### config.mk
export PLATFORM = sky130hd
export DESIGN_NAME = pin_remap_out
export DESIGN_NICKNAME = d
export VERILOG_FILES = /design/src/core/pin_remap_pkg.sv /design/src/core/pin_out_slot.sv /design/src/core/pin_remap_out.sv
export VERILOG_INCLUDE_DIRS = /design/src /design/src/core
export SDC_FILE = /design/constraint.sdc
export NUM_CORES = 1
export LEC_CHECK = 0
export ABC_AREA = 1
export BUFFER_PORTS_ARGS = -buffer_cell sky130_fd_sc_hd__buf_2
export CORE_ASPECT_RATIO = 0.9
export CORE_UTILIZATION = 45
export CTS_BUF_LIST = sky130_fd_sc_hd__clkbuf_4 sky130_fd_sc_hd__clkbuf_8
export DETAILED_ROUTE_END_ITERATION = 8
export PLACE_DENSITY = 0.64
export SLEW_MARGIN = 20
export SYNTH_ARGS = -nofsm -noshare
export SYNTH_HDL_FRONTEND = slang
export SYNTH_SLANG_ARGS = --single-unit
### constraint.sdc
create_clock -name i_mclk -period 4.5 [get_ports i_mclk]
set_clock_uncertainty 0.05 [all_clocks]
set_input_delay 0.9 -clock i_mclk [delete_from_list [all_inputs] [get_ports i_mclk]]
set_output_delay 0.9 -clock i_mclk [all_outputs]
set_load 0.005 [all_outputs]
### src/core/pin_remap_cfg.svh
// Offsets, field positions, reset values and sizes of the pin remapper
// How it works
// - Each output map register holds odd pin in bits 12-8, even in 4-0.
// - Selector value n (1-18) routes peripheral output function n onto that pin; 0 and 19-31 leave it undriven.
// - Bits 15-13 and 7-5 of output map registers always read zero.
// - Output selector bits are read/write and clear to zero at reset.
// - Small package: map registers for pins 16-25 absent, read zero.
// - SPI2 select input comes from pin chosen by bits 4-0; 15-5 read zero.
`ifndef PIN_REMAP_CFG_SVH
`define PIN_REMAP_CFG_SVH

// ============================================================
// Bus geometry
`define PRM_ADDR_W          4
`define PRM_DATA_W          16

// ============================================================
// Register indices
`define PRM_IDX_OUT_FIRST   4'h0
`define PRM_IDX_OUT_LAST    4'hC
`define PRM_IDX_SPI2_SEL    4'hD

// ============================================================
// Field positions
`define PRM_SEL_W           5
`define PRM_EVEN_LSB        0
`define PRM_ODD_LSB         8
`define PRM_SPI2_LSB        0

// ============================================================
// Reset values
`define PRM_OUT_RST         5'h00
`define PRM_SPI2_RST        5'h1F

// ============================================================
// Sizes
`define PRM_PIN_COUNT       26
`define PRM_PAIR_COUNT      13
`define PRM_SMALL_PIN_LAST  15
`define PRM_IN_ONLY_COUNT   6
`define PRM_FUNC_LAST       18

`endif

### src/core/pin_remap_pkg.sv
// Types shared by the pin remapper
package pin_remap_pkg;
`include "pin_remap_cfg.svh"

  typedef logic [`PRM_SEL_W-1:0]  sel_t;
  typedef logic [`PRM_DATA_W-1:0] word_t;
  typedef logic [`PRM_ADDR_W-1:0] addr_t;
  typedef logic [`PRM_FUNC_LAST:0] func_vec_t;

  typedef enum logic [1:0] {
    ACC_IDLE  = 2'b00,
    ACC_WRITE = 2'b01,
    ACC_READ  = 2'b10
  } access_t;

endpackage : pin_remap_pkg

### src/core/pin_out_slot.sv
// One remappable pin: picks a peripheral output function by selector
`timescale 1ns/1ps
`include "pin_remap_cfg.svh"
module pin_out_slot
  import pin_remap_pkg::*;
(
  // Clock and reset
  input  wire logic      i_mclk,
  input  wire logic      i_nrst,
  // Selector and peripheral outputs
  input  wire sel_t      i_sel,
  input  wire func_vec_t i_func_data,
  // Pin side
  output logic           o_pin_data,
  output logic           o_pin_drive
);

  logic valid_sel;

  // ============================================================
  // Function select
  assign valid_sel = (i_sel != '0) &&
                     (i_sel <= sel_t'(`PRM_FUNC_LAST));

  always_ff @(posedge i_mclk or negedge i_nrst) begin
    if (!i_nrst) begin
      o_pin_data  <= 1'b0;
      o_pin_drive <= 1'b0;
    end else if (valid_sel) begin
      o_pin_data  <= i_func_data[i_sel];
      o_pin_drive <= 1'b1;
    end else begin
      o_pin_data  <= 1'b0;
      o_pin_drive <= 1'b0;
    end
  end

endmodule : pin_out_slot

### src/core/pin_remap_out.sv
// Remappable pin output selector with SPI2 slave-select input routing
`timescale 1ns/1ps
`include "pin_remap_cfg.svh"
module pin_remap_out
  import pin_remap_pkg::*;
(
  // Clock and reset
  input  wire logic                         i_mclk,
  input  wire logic                         i_nrst,
  // Package strap, high on the small package
  input  wire logic                         i_pkg_small,
  // Register port
  input  wire addr_t                        i_addr,
  input  wire word_t                        i_wdata,
  input  wire logic                         i_wr,
  input  wire logic                         i_rd,
  output word_t                             o_rdata,
  // Peripheral output functions, bit 0 unused
  input  wire func_vec_t                    i_func_data,
  // Remappable pins
  output logic [`PRM_PIN_COUNT-1:0]         o_pin_data,
  output logic [`PRM_PIN_COUNT-1:0]         o_pin_drive,
  input  wire logic [`PRM_PIN_COUNT-1:0]    i_io_pin,
  input  wire logic [`PRM_IN_ONLY_COUNT-1:0] i_in_only_pin,
  // SPI2 slave-select input
  output logic                              o_spi2_slave_select_input
);

  sel_t                          pin_sel_reg [`PRM_PIN_COUNT];
  sel_t                          spi2_sel_reg;
  logic                          small_reg;
  logic                          strap_done_reg;
  word_t                         rdata_next;
  access_t                       access;
  logic                          pair_hit;
  logic                          pair_absent;
  logic [3:0]                    pair_idx;
  logic [`PRM_PIN_COUNT+`PRM_IN_ONLY_COUNT-1:0] select_pins;
  func_vec_t                     func_vec;

  // ============================================================
  // Access decode
  always_comb begin
    if (i_wr) begin
      access = ACC_WRITE;
    end else if (i_rd) begin
      access = ACC_READ;
    end else begin
      access = ACC_IDLE;
    end
  end

  assign pair_idx    = i_addr;
  assign pair_hit    = (i_addr <= `PRM_IDX_OUT_LAST);
  // Pairs 8..12 carry pins 16..25
  // Strap taken straight from the pin until it has been caught
  assign pair_absent = (strap_done_reg ? small_reg : i_pkg_small) &&
                       (i_addr > addr_t'(`PRM_SMALL_PIN_LAST / 2));

  // ============================================================
  // Package strap, caught after reset release
  always_ff @(posedge i_mclk or negedge i_nrst) begin
    if (!i_nrst) begin
      small_reg      <= 1'b0;
      strap_done_reg <= 1'b0;
    end else if (!strap_done_reg) begin
      small_reg      <= i_pkg_small;
      strap_done_reg <= 1'b1;
    end
  end

  // ============================================================
  // Output selector storage
  always_ff @(posedge i_mclk or negedge i_nrst) begin
    if (!i_nrst) begin
      for (int p = 0; p < `PRM_PIN_COUNT; p++) begin
        pin_sel_reg[p] <= `PRM_OUT_RST;
      end
    end else begin
      if (access == ACC_WRITE && pair_hit && !pair_absent) begin
        pin_sel_reg[{pair_idx, 1'b0}] <=
          i_wdata[`PRM_EVEN_LSB +: `PRM_SEL_W];
        pin_sel_reg[{pair_idx, 1'b1}] <=
          i_wdata[`PRM_ODD_LSB +: `PRM_SEL_W];
      end
      if (small_reg) begin
        for (int p = `PRM_SMALL_PIN_LAST + 1; p < `PRM_PIN_COUNT; p++) begin
          pin_sel_reg[p] <= `PRM_OUT_RST;
        end
      end
    end
  end

  // ============================================================
  // SPI2 select storage
  always_ff @(posedge i_mclk or negedge i_nrst) begin
    if (!i_nrst) begin
      spi2_sel_reg <= `PRM_SPI2_RST;
    end else if (access == ACC_WRITE && i_addr == `PRM_IDX_SPI2_SEL) begin
      spi2_sel_reg <= i_wdata[`PRM_SPI2_LSB +: `PRM_SEL_W];
    end
  end

  // ============================================================
  // Read path
  always_comb begin
    rdata_next = '0;
    if (pair_hit && !pair_absent) begin
      rdata_next[`PRM_EVEN_LSB +: `PRM_SEL_W] =
        pin_sel_reg[{pair_idx, 1'b0}];
      rdata_next[`PRM_ODD_LSB +: `PRM_SEL_W] =
        pin_sel_reg[{pair_idx, 1'b1}];
    end else if (i_addr == `PRM_IDX_SPI2_SEL) begin
      rdata_next[`PRM_SPI2_LSB +: `PRM_SEL_W] = spi2_sel_reg;
    end
  end

  always_ff @(posedge i_mclk or negedge i_nrst) begin
    if (!i_nrst) begin
      o_rdata <= '0;
    end else if (access == ACC_READ) begin
      o_rdata <= rdata_next;
    end else begin
      o_rdata <= '0;
    end
  end

  // ============================================================
  // Output pin routing
  assign func_vec = {i_func_data[`PRM_FUNC_LAST:1], 1'b0};

  for (genvar g = 0; g < `PRM_PIN_COUNT; g++) begin : g_slot
    pin_out_slot u_slot (
      .i_mclk      (i_mclk),
      .i_nrst      (i_nrst),
      .i_sel       (pin_sel_reg[g]),
      .i_func_data (func_vec),
      .o_pin_data  (o_pin_data[g]),
      .o_pin_drive (o_pin_drive[g])
    );
  end

  // ============================================================
  // SPI2 slave-select input routing
  assign select_pins = {i_in_only_pin, i_io_pin};

  always_ff @(posedge i_mclk or negedge i_nrst) begin
    if (!i_nrst) begin
      o_spi2_slave_select_input <= 1'b1;
    end else begin
      o_spi2_slave_select_input <= select_pins[spi2_sel_reg];
    end
  end

endmodule : pin_remap_out

## Yosys cells after proc, flatten, opt, wreduce, memory -nomap -nowiden

Index checks and enable logic that the tools add are counted.
W data, S select, Z words.

| word-level totals | value |
|---|---|
| input bits | 76 |
| logic and storage cells | 335 |
| bits in registers | 206 |
| output and inout port bits | 69 |

| operators by class | value |
|---|---|
| magnitude comparators | 59 |
| muxes and demuxes | 127 |
| reductions and logical operators | 61 |
| bitwise gates (word level) | 2 |
| eq/ne operators | 3 |

Operators with widths:

| cell | number |
|---|---|
| $bwmux W130 | 2 |
| $lt A5 B6 Y1 const B | 27 |
| $bmux W1 S5 | 27 |
| $le A5 B5 Y1 const B | 26 |
| $reduce_bool A5 Y1 | 26 |
| $mux W50 | 2 |
| $mux W1 | 80 |
| $bmux W5 S5 | 2 |
| $demux W5 S5 | 2 |
| $mux W5 | 9 |
| $logic_and A1 B1 Y1 | 33 |
| $mux W13 | 1 |
| $ge A6 B6 Y1 const B | 2 |
| $lt A6 B1 Y1 const B | 2 |
| $not A5 Y6 | 2 |
| $eq A4 B4 Y1 const B | 1 |
| $gt A4 B3 Y1 const B | 1 |
| $le A4 B4 Y1 const B | 1 |
| $mux W2 | 2 |
| $eq A2 B1 Y1 const B | 1 |
| $eq A2 B2 Y1 const B | 1 |
| $reduce_bool A2 Y1 | 1 |
| $logic_not A1 Y1 | 1 |

## Logic depth before layout (Yosys ltp)

Gate-level depths: netlist of the first run.

| depth | value |
|---|---|
| depth after elaboration | 9 |
| depth in mapped cells | 12 |
| mapped depth without buffers | 10 |

## Hierarchy

Synthesis of the first run repeated with hierarchy kept, for this count alone.

| second synthesis, totals | value |
|---|---|
| cell total of the unflattened synthesis | 2,979 |
| area, all modules | 17,385.4 µm² |

Modules (own cells, without submodules):

| module | area each (µm²) | times used | cells each | seq. area each (µm²) |
|---|---|---|---|---|
| pin_out_slot | 366.6 | 26 | 75 | 50.0 |
| pin_remap_out | 7,853.8 | 1 | 1,029 | 3,711.1 |

## Worst setup path before layout of the first run

No wires, ideal clock.

| timing | value |
|---|---|
| kind | input-to-reg |
| start point | input port i_addr[0] |
| end point | register pin_sel_reg[55] in the netlist's numbering |
| data required time | 4,323 ps |
| setup time | 127 ps |
| data arrival time | 1,853 ps |
| buffers on the path | 3 |
| slack | 2,471 ps |
| stages | 9 |
| path through | buf_4 > nor2_8 > o21ai_4 > nor2_4 > buf_12 > nand2_4 > buf_6 > nand2_1 > o21ai_1 |

| on the way | value |
|---|---|
| word-level cells in the longest chain between the ends | 7 |
| elaborated cells on any way between the ends | 20 |
| classes of those cells | 6 x order compare; 6 x mux; 2 x bitwise; 6 x reduce/logical |

RTL lines:

| element | line | source |
|---|---|---|
| start: declaration | pin_remap_out.sv:13 | `input wire addr_t i_addr,` |
| $not A5 Y6 | pin_remap_out.sv:81 | `pin_sel_reg[{pair_idx, 1'b0}] <=` |
| $ge A6 B6 Y1 or $lt A6 B1 Y1 (tied branches) | pin_remap_out.sv:81 |  |
| $logic_and A1 B1 Y1 | pin_remap_out.sv:81 |  |
| $mux W5 | pin_remap_out.sv:81 |  |
| $demux W5 S5 | pin_remap_out.sv:81 |  |
| $bwmux W130 | pin_remap_out.sv:81 |  |
| $bwmux W130 | pin_remap_out.sv:83 | `pin_sel_reg[{pair_idx, 1'b1}] <=` |
| end signal: indexed assignment | pin_remap_out.sv:81 |  |
| end signal: indexed assignment | pin_remap_out.sv:83 |  |
| end signal: indexed assignment | pin_remap_out.sv:88 | `` pin_sel_reg[p] <= `PRM_OUT_RST; `` |
| end: declaration | pin_remap_out.sv:29 | `` sel_t pin_sel_reg [`PRM_PIN_COUNT]; `` |

Several ways; a longest one is shown, not always the timed one.
A chain may end at the register's enable or synchronous reset.

## Final worst setup path of the first run

| timing | value |
|---|---|
| start point | input port i_addr[0] |
| end point | register pin_sel_reg[112] in the netlist's numbering |

Same word-level chain as after synthesis.

==> results by group, run 1 <==
Status
  – Status: finished clean

Clocking
  – Post-CTS sizing: 0
  – Htree depth: 4
  – CTS Root Cell: clkbuf_8
  – TritonCTS clock tree: yes
  – Clk Latency, worst-skew pair: 0.51 ns
  – Clock Path Buffers: 2
  – CTS Buf Count: 17
  – Clk sinks: 200
  – Post-CTS setup buffer count: 0
  – Clock slew at reported path FFs: 0.10 ns
  – Hold_buf cts: 0

Timing
  – Slew @ Worst Pin: 1.092 ns
  – Max Freq: 0.3562 GHz
  – Final period util: 0.6238
  – Rel. slew slack: 0.2712
  – Final Max Tran Viols: 0
  – Setup violators final: 0
  – Fin. Hold Viols: 0
  – Setup TNS: 0 ns
  – RSZ-0062 raised after global routing: no
  – Minimum clock period: 2.807 ns

Worst setup path
  – CP endpoint kind: flop
  – Cell mode on critical path: nand2_1
  – CP Buf/Inv Count: 1
  – Startpoint types: input port
  – Arr. time, crit path: 3.17 ns
  – R2r setup slk: 1.74 ns
  – Crit path cell chain: buf_2, nor2_8, o21ai_4, nor2_4, nand2_1, nand2_1, o21ai_0
  – CP max stage delay: 0.62 ns
  – Worst Path Max Fanout: 34
  – Master of the slowest instance on the critical path: buf_2
  – Crit path kind: input port to flop
  – CP delay by family, top: simple AND/OR/NAND/NOR gates
  – Required time worst endpoint: 4.86 ns

Die
  – Die W: 191.4 µm
  – Height of the die: 172.5 µm
  – Initial Util: 0.4559
  – Die ar.: 33020 µm²
  – IO Count: 145
  – Core area: 31880 µm²
  – Standard-cell rows: 62

Drt
  – Total wire length: 51680 µm
  – DRC Markers: 0
  – 1st-iter DRT viols: 1845
  – Via count: 15380
  – TritonRoute pass-1 iters: 6
  – Final ANT Viol Nets: 0
  – Via density: 5.699
  – Average wire per standard cell: 19.15 µm

Min path
  – Worst hold path type: input port to asynchronous set/reset pin

Logic synthesis
  – Number of synthesized flops with an enable pin: 0
  – Synth top area share: 0.3340
  – Flop and latch count out of synthesis: 200
  – Mux share of post-synthesis cell area: 0
  – Post-synthesis sequential area ratio: 0.3448
  – Synth area leader: dfrtp_1
  – Synth Area in Adders: 0
  – Yosys warnings: 0
  – Top_reg_cell synth: dfrtp_1
  – Main combinational cell family by area after synthesis: simple AND/OR/NAND/NOR gates
  – Async SR Flop Fraction: 1.000
  – Average cell area after synthesis: 6.372 µm²
  – Post-Syn Instances: 2281
  – Synth Area in Simple Gates: 0.3390
  – Mapped cell area: 14540 µm²
  – Post-Synth XOR/XNOR Area: 0
  – Synth unique cells: 28
  – Largest cells by area after synthesis: dfrtp_1, nand2_1, o21ai_0
  – Compound-cell area share of the yosys netlist: 0.1883

Power and ir drop
  – Static Leak: 7.626 nW
  – Pwr/cell area: 368.8 nW/µm²
  – VDD IR max: 0.2091 mV

Finish
  – Layout cell share with drive strength beyond 1: 0.08979
  – Reg area: 5012 µm²
  – Footprint of the multi-input gates: 7691 µm²
  – FILL cells: 3347
  – Max FFs per register: 130
  – Area Growth Syn to Fin: 4.226%
  – Layout Nets: 2346
  – N_diodes: 0
  – Fin area: 15150 µm²

Global routing
  – First-pass GRT wire length: 79540 µm
  – Vias in the first global route: 13710
  – Total Routing Usage GR: 0.3153
  – Grt ovf: 0
  – Largest net degree at the start of global routing: 114
  – Initial antenna violation count: 2

Placed design
  – Dpl cell area: 14770 µm²
  – Hpwl dp: 33460 µm
  – Final Wtd Congestion: 0.9404
  – Port Buffers: 131

Run
  – Max-cap violations: 0
==> worst reg2reg max path, stage by stage (launching register included) <==
cell     delay (ns)
dfrtp_1        0.57
nand2_1        0.12
o21ai_1        0.21
nand2_1        0.18
o21ai_4        0.17
nor2_4         0.44
nand2_1        0.57
o21ai_0        0.35
==> placed cells by master, fill, tap and decap left out, types with 2 or more instances in the layout <==
master / Yosys / final
clkinvlp_4: 0 / 2
o211ai_1: 67 / 67
inv_1: 178 / 178
dfstp_2: 6 / 6
buf_2: 29 / 130
dfrtp_1: 194 / 194
nor3_1: 24 / 24
nand2_1: 757 / 757
nor2_4: 2 / 2
inv_6: 0 / 4
o21ai_0: 215 / 215
clkinv_1: 18 / 18
nand3_1: 177 / 177
a21oi_1: 66 / 66
o2111ai_1: 24 / 24
nand2_4: 10 / 10
clkbuf_8: 0 / 17
o22ai_1: 25 / 25
nand2_2: 2 / 2
o21ai_1: 59 / 59
clkinv_4: 0 / 4
buf_4: 61 / 13
conb_1: 2 / 7
inv_2: 6 / 6
nor2_1: 243 / 243
inv_8: 0 / 2
a31oi_1: 24 / 24
==> final cells by class <==
type                            count  area share
Clock buffer                       18     0.01594
Sequential cell                   200      0.3309
Multi-Input combinational cell   1704      0.5077
Clock inverter                     14    0.009415
Inverter                          202     0.05005
Tap cell                          416     0.03436
Timing Repair Buffer              145     0.05170
==> synth_stat cells, types with 25 or more instances <==
cell type / n
a21oi_1: 66
buf_2: 29
buf_4: 61
clkbuf_1: 62
dfrtp_1: 194
inv_1: 178
nand2_1: 757
nand3_1: 177
nor2_1: 243
o211ai_1: 67
o21ai_0: 215
o21ai_1: 59
o22ai_1: 25
==> where the power goes <==
group | switching [mW] | internal [mW]
clock network | 0.734 | 0.461
logic | 1.17 | 0.664
registers | 0.422 | 2.13
==> per-stage QoR <==
step | hold slack, ns | cells | utilization | setup slack [ns] | total power [mW]
final | 0.4179 | 2699 | 0.4752 | 1.693 | 5.587
after global routing | 0.4598 | 2699 | 0.4752 | 1.524 | 5.982
after CTS | 0.4338 | 2699 | 0.4752 | 1.801 | 5.586
after detailed placement | 0.4185 | 2667 | 0.4631 | 1.262 | 4.390
after global placement | 0.4164 | 2667 | 0.4631 | 1.266 | 4.340
after floorplan | 0.3927 | 2286 | - | 2.471 | 3.925
==> worst paths after layout <==
| check | depth (start not counted) | endpoint | start |
|---|---|---|---|
| hold / removal | 1 | g_slot[8].u_slot.o_pin_drive | i_nrst |
| setup reg to reg | 7 | pin_sel_reg[114] | small_reg |
| min in group i_mclk | 2 | o_spi2_slave_select_input | spi2_sel_reg[4] |
| setup / recovery | 7 | pin_sel_reg[112] | i_addr[0] |
| max in group asynchronous | 2 | pin_sel_reg[60] | i_nrst |
| hold reg to reg | 2 | o_spi2_slave_select_input | spi2_sel_reg[4] |
==> kinds of logic after synthesis <==
logic type      Yosys count
simple gates           1216
compound gates          481
buf+inv                 382
other cells               2
flops                   200
==> metal layers <==
metal	global-route usage	part of all wire	vias up	wire length [µm]
li1	-	-	7350	-
met2	0.4841	0.44	770	22580
met4	0.1197	0.035	2	1794
met5	0	0.00025	-	13
met3	0.05223	0.093	146	4821
met1	0.4421	0.43	7114	22470
Power figures use the tool's default switching activity.
==> run 2: changes to the inputs <==
--- a/config.mk
+++ b/config.mk
@@ -12,7 +12,7 @@
 export CORE_UTILIZATION = 45
 export CTS_BUF_LIST = sky130_fd_sc_hd__clkbuf_4 sky130_fd_sc_hd__clkbuf_8
 export DETAILED_ROUTE_END_ITERATION = 8
-export PLACE_DENSITY = 0.64
+export PLACE_DENSITY = 0.67
 export SLEW_MARGIN = 20
 export SYNTH_ARGS = -nofsm -noshare
 export SYNTH_HDL_FRONTEND = slang
==> constraint.sdc (replaced) <==
create_clock -name i_mclk -period 2.3 [get_ports i_mclk]
set_clock_uncertainty 0.05 [all_clocks]
set_input_delay 0.46 -clock i_mclk [delete_from_list [all_inputs] [get_ports i_mclk]]
set_output_delay 0.46 -clock i_mclk [all_outputs]
set_load 0.005 [all_outputs]
==> results by group, run 2 (same netlist as run 1, synthesis figures left out) <==
Finish
  – Layout Nets: 2400 (was 2346)
  – Fin area: 15740 µm² (was 15150 µm²)
  – Max FFs per register: 130 (unchanged)
  – N_diodes: 0 (unchanged)
  – Area Growth Syn to Fin: 8.272% (was 4.226%)
  – Commonest non-fill, non-tap cell in the layout: nand2_1 (unchanged)
  – Layout cell share with drive strength beyond 1: 0.1104 (was 0.08979)
  – Most frequent cells in the layout: nand2_1, nor2_1, o21ai_0 (unchanged)
  – Footprint of the multi-input gates: 7691 µm² (unchanged)
  – FILL cells: 3286 (was 3347)
  – Reg area: 5012 µm² (unchanged)

Global routing
  – Grt ovf: 0 (unchanged)
  – Initial antenna violation count: 2 (unchanged)
  – Vias in the first global route: 13840 (was 13710)
  – Largest net degree at the start of global routing: 59 (was 114)
  – Total Routing Usage GR: 0.3129 (was 0.3153)
  – First-pass GRT wire length: 78700 µm (was 79540 µm)

Clocking
  – CTS Root Cell: clkbuf_8 (unchanged)
  – Clk Latency, worst-skew pair: 0.52 ns (was 0.51 ns)
  – Clock Path Buffers: 2 (unchanged)
  – Clock slew at reported path FFs: 0.10 ns (about the same)
  – CTS Buf Count: 17 (unchanged)
  – Clk sinks: 200 (unchanged)
  – Htree depth: 4 (unchanged)
  – TritonCTS clock tree: yes (unchanged)

Drt
  – 1st-iter DRT viols: 1904 (was 1845)
  – Final ANT Viol Nets: 0 (unchanged)
  – DRC Markers: 0 (unchanged)
  – Via density: 5.697 (was 5.699)
  – Total wire length: 51680 µm (about the same)
  – Routed wire length on met2: 22570 µm (was 22580 µm)
  – M1 WL: 21760 µm (was 22470 µm)
  – Average wire per standard cell: 18.77 µm (was 19.15 µm)
  – DR top layer: met5 (unchanged)
  – Routed wl met3: 5472 µm (was 4821 µm)
  – TritonRoute pass-1 iters: 6 (unchanged)
  – Via count: 15690 (was 15380)

Min path
  – Worst hold path type: input port to flop (was input port to asynchronous set/reset pin)

Worst setup path
  – Worst Path Max Fanout: 20 (was 34)
  – Crit path cell chain: o21ai_1, nand2_1, o21ai_4, nor2_4, buf_12, nand2_1, buf_4, o21ai_0 (was buf_2, nor2_8, o21ai_4, nor2_4, nand2_1, nand2_1, o21ai_0)
  – Cell mode on critical path: nand2_1 (unchanged)
  – Arr. time, crit path: 2.29 ns (was 3.17 ns)
  – Required time worst endpoint: 2.62 ns (was 4.86 ns)
  – CP delay by family, top: compound AO/OA/AOI/OAI gates (was simple AND/OR/NAND/NOR gates)
  – CP Buf/Inv Count: 2 (was 1)
  – Master of the slowest instance on the critical path: o21ai_1 (was buf_2)
  – Startpoint types: flop (was input port)
  – Crit path kind: flop to flop (was input port to flop)
  – CP max stage delay: 0.45 ns (was 0.62 ns)
  – CP endpoint kind: flop (unchanged)

Run
  – Max-cap violations: 0 (unchanged)

Power and ir drop
  – Sequential Power Share: 0.447 (was 0.457)
  – Pwr/cell area: 707.3 nW/µm² (was 368.8 nW/µm²)
  – Sw frac: 0.4080 (was 0.4171)
  – Internal power: 6.589 mW (was 3.256 mW)
  – Static Leak: 7.946 nW (was 7.626 nW)
  – VDD IR max: 0.5357 mV (was 0.2091 mV)
  – Sw Pwr: 4.542 mW (was 2.330 mW)
  – Clk pwr share: 0.213 (was 0.214)
  – Gate power share: 0.340 (was 0.329)

Timing
  – Final Max Tran Viols: 0 (unchanged)
  – RSZ-0062 raised after global routing: no (unchanged)
  – Final period util: 0.8572
  – Rel. slew slack: 0.5530 (was 0.2712)
  – Min Hold Slack: 0.2188 ns (was 0.4179 ns)
  – Fin. Hold Viols: 0 (unchanged)
  – Setup TNS: 0 ns (unchanged)
  – Setup violators final: 0 (unchanged)
  – Slew @ Worst Pin: 0.6680 ns (was 1.092 ns)
  – Minimum clock period: 1.972 ns
  – Max Freq: 0.5072 GHz

Placed design
  – Hpwl dp: 35160 µm (was 33460 µm)
  – Port Buffers: 131 (unchanged)
  – Dpl cell area: 15330 µm² (was 14770 µm²)
  – Final Wtd Congestion: 0.9745 (was 0.9404)

Die
  – Die W: 191.4 µm (unchanged)
  – Die ar.: 33020 µm² (unchanged)
  – Height of the die: 172.5 µm (unchanged)
  – IO Count: 145 (unchanged)
  – Core area: 31880 µm² (unchanged)
  – Standard-cell rows: 62 (unchanged)
  – Initial Util: 0.4559 (unchanged)

Status
  – Status: finished clean (unchanged)
==> run 2: changes by cell type in the layout (fill, tap and decap cells not counted), moves of 2 or more <==
cell / previous run / this run
buf_12: 1 / 14
clkinv_4: 4 / 2
clkinvlp_4: 2 / 4
inv_6: 4 / 2
buf_4: 13 / 53
==> run 2: worst paths after layout <==
check / start / to / slack (ns) / cells after the start
max in group asynchronous: i_nrst / pin_sel_reg[10] / 1.14 / 3
min reg2reg: spi2_sel_reg[4] / o_spi2_slave_select_input / 0.44 / 2
min: i_wdata[3] / spi2_sel_reg[3] / 0.22 / 3
min in group asynchronous: i_nrst / pin_sel_reg[95] / 0.38 / 2
max: strap_done_reg / pin_sel_reg[97] / 0.33 / 8
max reg2reg: strap_done_reg / pin_sel_reg[97] / 0.33 / 8
==> run 2: final cells by class <==
class | count | share of cell area
sequential | 200 | 0.3185
timing repair buffer | 199 | 0.08602
multi-input combinational | 1704 | 0.4887
clock inverter | 13 | 0.009302
tap | 416 | 0.03307
inverter | 202 | 0.04818
clock buffer | 19 | 0.01622
==> run 2: per-layer routing <==
layer  vias to the layer above  track usage
li1                       7455            -
met3                       132      0.06203
met1                      7190       0.4364
met2                       906       0.4760
met4                         2       0.1187
met5                         -            0
==> run 2: per-stage QoR <==
stage,util,cells,power (mW),setup WS (ns)
final,0.4936,2753,11.13,0.3285
after detailed placement,0.4807,2720,8.727,0.1959
after floorplan,-,2286,7.679,0.7107
after CTS,0.4936,2753,11.11,0.3688
after global placement,0.4807,2720,8.614,0.2361
after global routing,0.4936,2753,11.92,0.2194
==> run 2: worst reg2reg max path, cell delays in order (launching register included) <==
cell and delay, ns:
dfrtp_1 0.38, o21ai_1 0.45, nand2_1 0.20, o21ai_4 0.12, nor2_4 0.05, buf_12 0.16, nand2_1 0.07, buf_4 0.24
o21ai_0 0.11
==> run 2: power by group through the flow <==
| stage | Sequential (mW) | Combinational [mW] | Clock [mW] |
|---|---|---|---|
| final | 4.97 | 3.79 | 2.37 |
| after CTS | 4.94 | 3.74 | 2.43 |
| after floorplan | 4.64 | 3.04 | 0 |
| after global routing | 5.07 | 4.29 | 2.56 |
| after detailed placement | 5.01 | 3.72 | 0 |
| after global placement | 4.98 | 3.63 | 0 |
==> run 2: repair_timing <==
item,4_1_cts,5_1_grt
gates resized for setup,0,0
setup buffers,0,0
hold buffers,1,0
hold endpoints to repair,40,0
==> run 3: changes to the inputs <==
--- a/config.mk
+++ b/config.mk
@@ -13,6 +13,7 @@
 export CTS_BUF_LIST = sky130_fd_sc_hd__clkbuf_4 sky130_fd_sc_hd__clkbuf_8
 export DETAILED_ROUTE_END_ITERATION = 8
 export PLACE_DENSITY = 0.67
+export SETUP_SLACK_MARGIN = 0.5
 export SLEW_MARGIN = 20
 export SYNTH_ARGS = -nofsm -noshare
 export SYNTH_HDL_FRONTEND = slang
==> results by group, run 3 (same netlist as run 1, synthesis figures left out) <==
Status
  – Status: finished clean (unchanged)

Clocking
  – Clk sinks: 200 (unchanged)
  – CTS Root Cell: clkbuf_8 (unchanged)
  – Clock slew at reported path FFs: 0.11 ns (was 0.10 ns)
  – CTS Buf Count: 17 (unchanged)
  – Htree depth: 4 (unchanged)
  – TritonCTS clock tree: yes (unchanged)
  – Post-CTS setup buffer count: 0 (unchanged)
  – Clk Latency, worst-skew pair: 0.51 ns (was 0.52 ns)
  – Clock Path Buffers: 2 (unchanged)

Power and ir drop
  – VDD IR max: 0.5350 mV (was 0.5357 mV)
  – Sw frac: 0.4080 (about the same)
  – Sequential Power Share: 0.446 (was 0.447)
  – Tot Pwr: 11.16 mW (was 11.13 mW)
  – Internal power: 6.606 mW (was 6.589 mW)
  – Pwr/cell area: 705.8 nW/µm² (was 707.3 nW/µm²)
  – Clk pwr share: 0.213 (about the same)
  – Sw Pwr: 4.554 mW (was 4.542 mW)
  – Static Leak: 7.952 nW (was 7.946 nW)
  – Gate power share: 0.341 (was 0.340)

Timing
  – Slew @ Worst Pin: 0.6501 ns (was 0.6680 ns)
  – Fin. Hold Viols: 0 (unchanged)
  – Minimum clock period: 1.747 ns (was 1.972 ns)
  – Final period util: 0.7597 (was 0.8572)
  – Final Max Tran Viols: 0 (unchanged)
  – RSZ-0062 raised after global routing: yes (was no)
  – Setup TNS: 0 ns (unchanged)
  – Max Freq: 0.5723 GHz (was 0.5072 GHz)
  – Rel. slew slack: 0.5646 (was 0.5530)
  – Setup violators final: 0 (unchanged)

Finish
  – Most frequent cells in the layout: nand2_1, nor2_1, o21ai_0 (unchanged)
  – N_diodes: 0 (unchanged)
  – Area Growth Syn to Fin: 8.780% (was 8.272%)
  – Commonest non-fill, non-tap cell in the layout: nand2_1 (unchanged)
  – Layout Nets: 2401 (was 2400)
  – Max FFs per register: 130 (unchanged)
  – FILL cells: 3279 (was 3286)
  – Layout cell share with drive strength beyond 1: 0.1168 (was 0.1104)
  – Finished Layout Cells: 2754 (was 2753)

Worst setup path
  – Critical R2R Capture: o_rdata[0] (was pin_sel_reg[97])
  – Cell mode on critical path: nor2_1 (was nand2_1)
  – Startpoint types: flop (unchanged)
  – CP endpoint kind: flop (unchanged)
  – R2r startpoint: pin_sel_reg[5] (was strap_done_reg)
  – Master of the slowest instance on the critical path: dfrtp_1 (was o21ai_1)
  – CP Buf/Inv Count: 1 (was 2)
  – R2r setup slk: 0.55 ns (was 0.33 ns)
  – Required time worst endpoint: 2.69 ns (was 2.62 ns)
  – Arr. time, crit path: 2.13 ns (was 2.29 ns)
  – Worst Path Max Fanout: 14 (was 20)
  – Crit path cell chain: inv_1, o21ai_0, nand2_1, nor2_1, nor2_1, nor2_1 (was o21ai_1, nand2_1, o21ai_4, nor2_4, buf_12, nand2_1, buf_4, o21ai_0)
  – WP depth: 6 (was 8)
  – CP delay by family, top: flip-flops (was compound AO/OA/AOI/OAI gates)
  – Depth of the most critical reg-to-reg path: 6 (was 8)
  – CP max stage delay: 0.60 ns (was 0.45 ns)
  – Crit path kind: flop to flop (unchanged)

Die
  – Die W: 191.4 µm (unchanged)
  – Standard-cell rows: 62 (unchanged)
  – IO Count: 145 (unchanged)
  – Die ar.: 33020 µm² (unchanged)
  – Core area: 31880 µm² (unchanged)
  – Initial Util: 0.4559 (unchanged)
  – Height of the die: 172.5 µm (unchanged)

Min path
  – Hold_sp: i_wdata[3] (unchanged)
  – Worst hold stages: 3 (unchanged)
  – Worst hold path type: input port to flop (unchanged)
  – Hold endpoint: spi2_sel_reg[3] (unchanged)

Global routing
  – Grt ovf: 0 (unchanged)
  – Total Routing Usage GR: 0.3130 (was 0.3129)
  – Largest net degree at the start of global routing: 59 (unchanged)
  – First-pass GRT wire length: 78730 µm (was 78700 µm)
  – Vias in the first global route: 13850 (was 13840)
  – Initial antenna violation count: 2 (unchanged)

Placed design
  – Final Wtd Congestion: 0.9745 (unchanged)
  – Port Buffers: 131 (unchanged)
  – Hpwl dp: 35160 µm (unchanged)
  – Placed Instances: 2720 (unchanged)

Run
  – Max-cap violations: 0 (unchanged)

Drt
  – Total wire length: 51850 µm (was 51680 µm)
  – Final ANT Viol Nets: 0 (unchanged)
  – Via count: 15710 (was 15690)
  – TritonRoute pass-1 iters: 6 (unchanged)
  – Via density: 5.704 (was 5.697)
  – DRC Markers: 0 (unchanged)
  – 1st-iter DRT viols: 1912 (was 1904)
  – Average wire per standard cell: 18.83 µm (was 18.77 µm)
[run 3: worst max path at each step]
stage / start / end / slack, ns
floorplan: i_addr[0] / pin_sel_reg[55] / 0.71
global placement: i_pkg_small / pin_sel_reg[97] / 0.24
detailed placement: i_pkg_small / pin_sel_reg[97] / 0.20
CTS: pin_sel_reg[25] / o_rdata[0] / 0.50
global route: pin_sel_reg[5] / o_rdata[0] / 0.47
finish: pin_sel_reg[5] / o_rdata[0] / 0.55
[run 3: worst min-delay path: stages]
cell and delay (ns):
buf_2 0.10, inv_1 0.11, o21ai_0 0.11
[run 3: power by group through the flow]
stage	Sequential (mW)	Combinational, mW	Clock, mW
floorplan	4.64	3.04	0
global placement	4.98	3.63	0
detailed placement	5.01	3.72	0
CTS	4.95	3.74	2.43
global route	5.08	4.30	2.56
finish	4.98	3.80	2.38
[run 3: layout make-up]
type | instances | area [µm²] | area share
sequential | 200 | 5025 | 0.3178
clock buffer | 19 | 255.2 | 0.01614
timing repair buffer | 200 | 1390 | 0.08792
multi-input combinational | 1704 | 7705 | 0.4873
tap | 416 | 520.5 | 0.03292
inverter | 202 | 769.5 | 0.04867
clock inverter | 13 | 146.4 | 0.009259
[run 3: what timing repair did]
action / CTS / global route
endpoints found under the hold margin: 40 / 0
endpoints found under the setup margin: 107 / 71
gates cloned: 0 / 1
pin swaps: 0 / 1
hold buffers: 1 / 0
resized for setup: 2 / 19
[run 3: metal layers]
layer	wire, µm	track usage	share of wire
met5	14	0	0.00027
met4	1785	0.1187	0.034
met3	5716	0.06203	0.11
met2	22870	0.4763	0.44
met1	21460	0.4364	0.41
[run 3: metrics by stage]
step                hold WS, ns  setup WS [ns]    util  cell area [µm²]
floorplan                0.1144         0.7107       -            14550
CTS                      0.2006         0.5014  0.4938            15740
detailed placement       0.3353         0.1959  0.4807            15330
global route             0.2269         0.4746  0.4959            15810
global placement         0.3307         0.2361  0.4807            15330
finish                   0.2204         0.5526  0.4959            15810
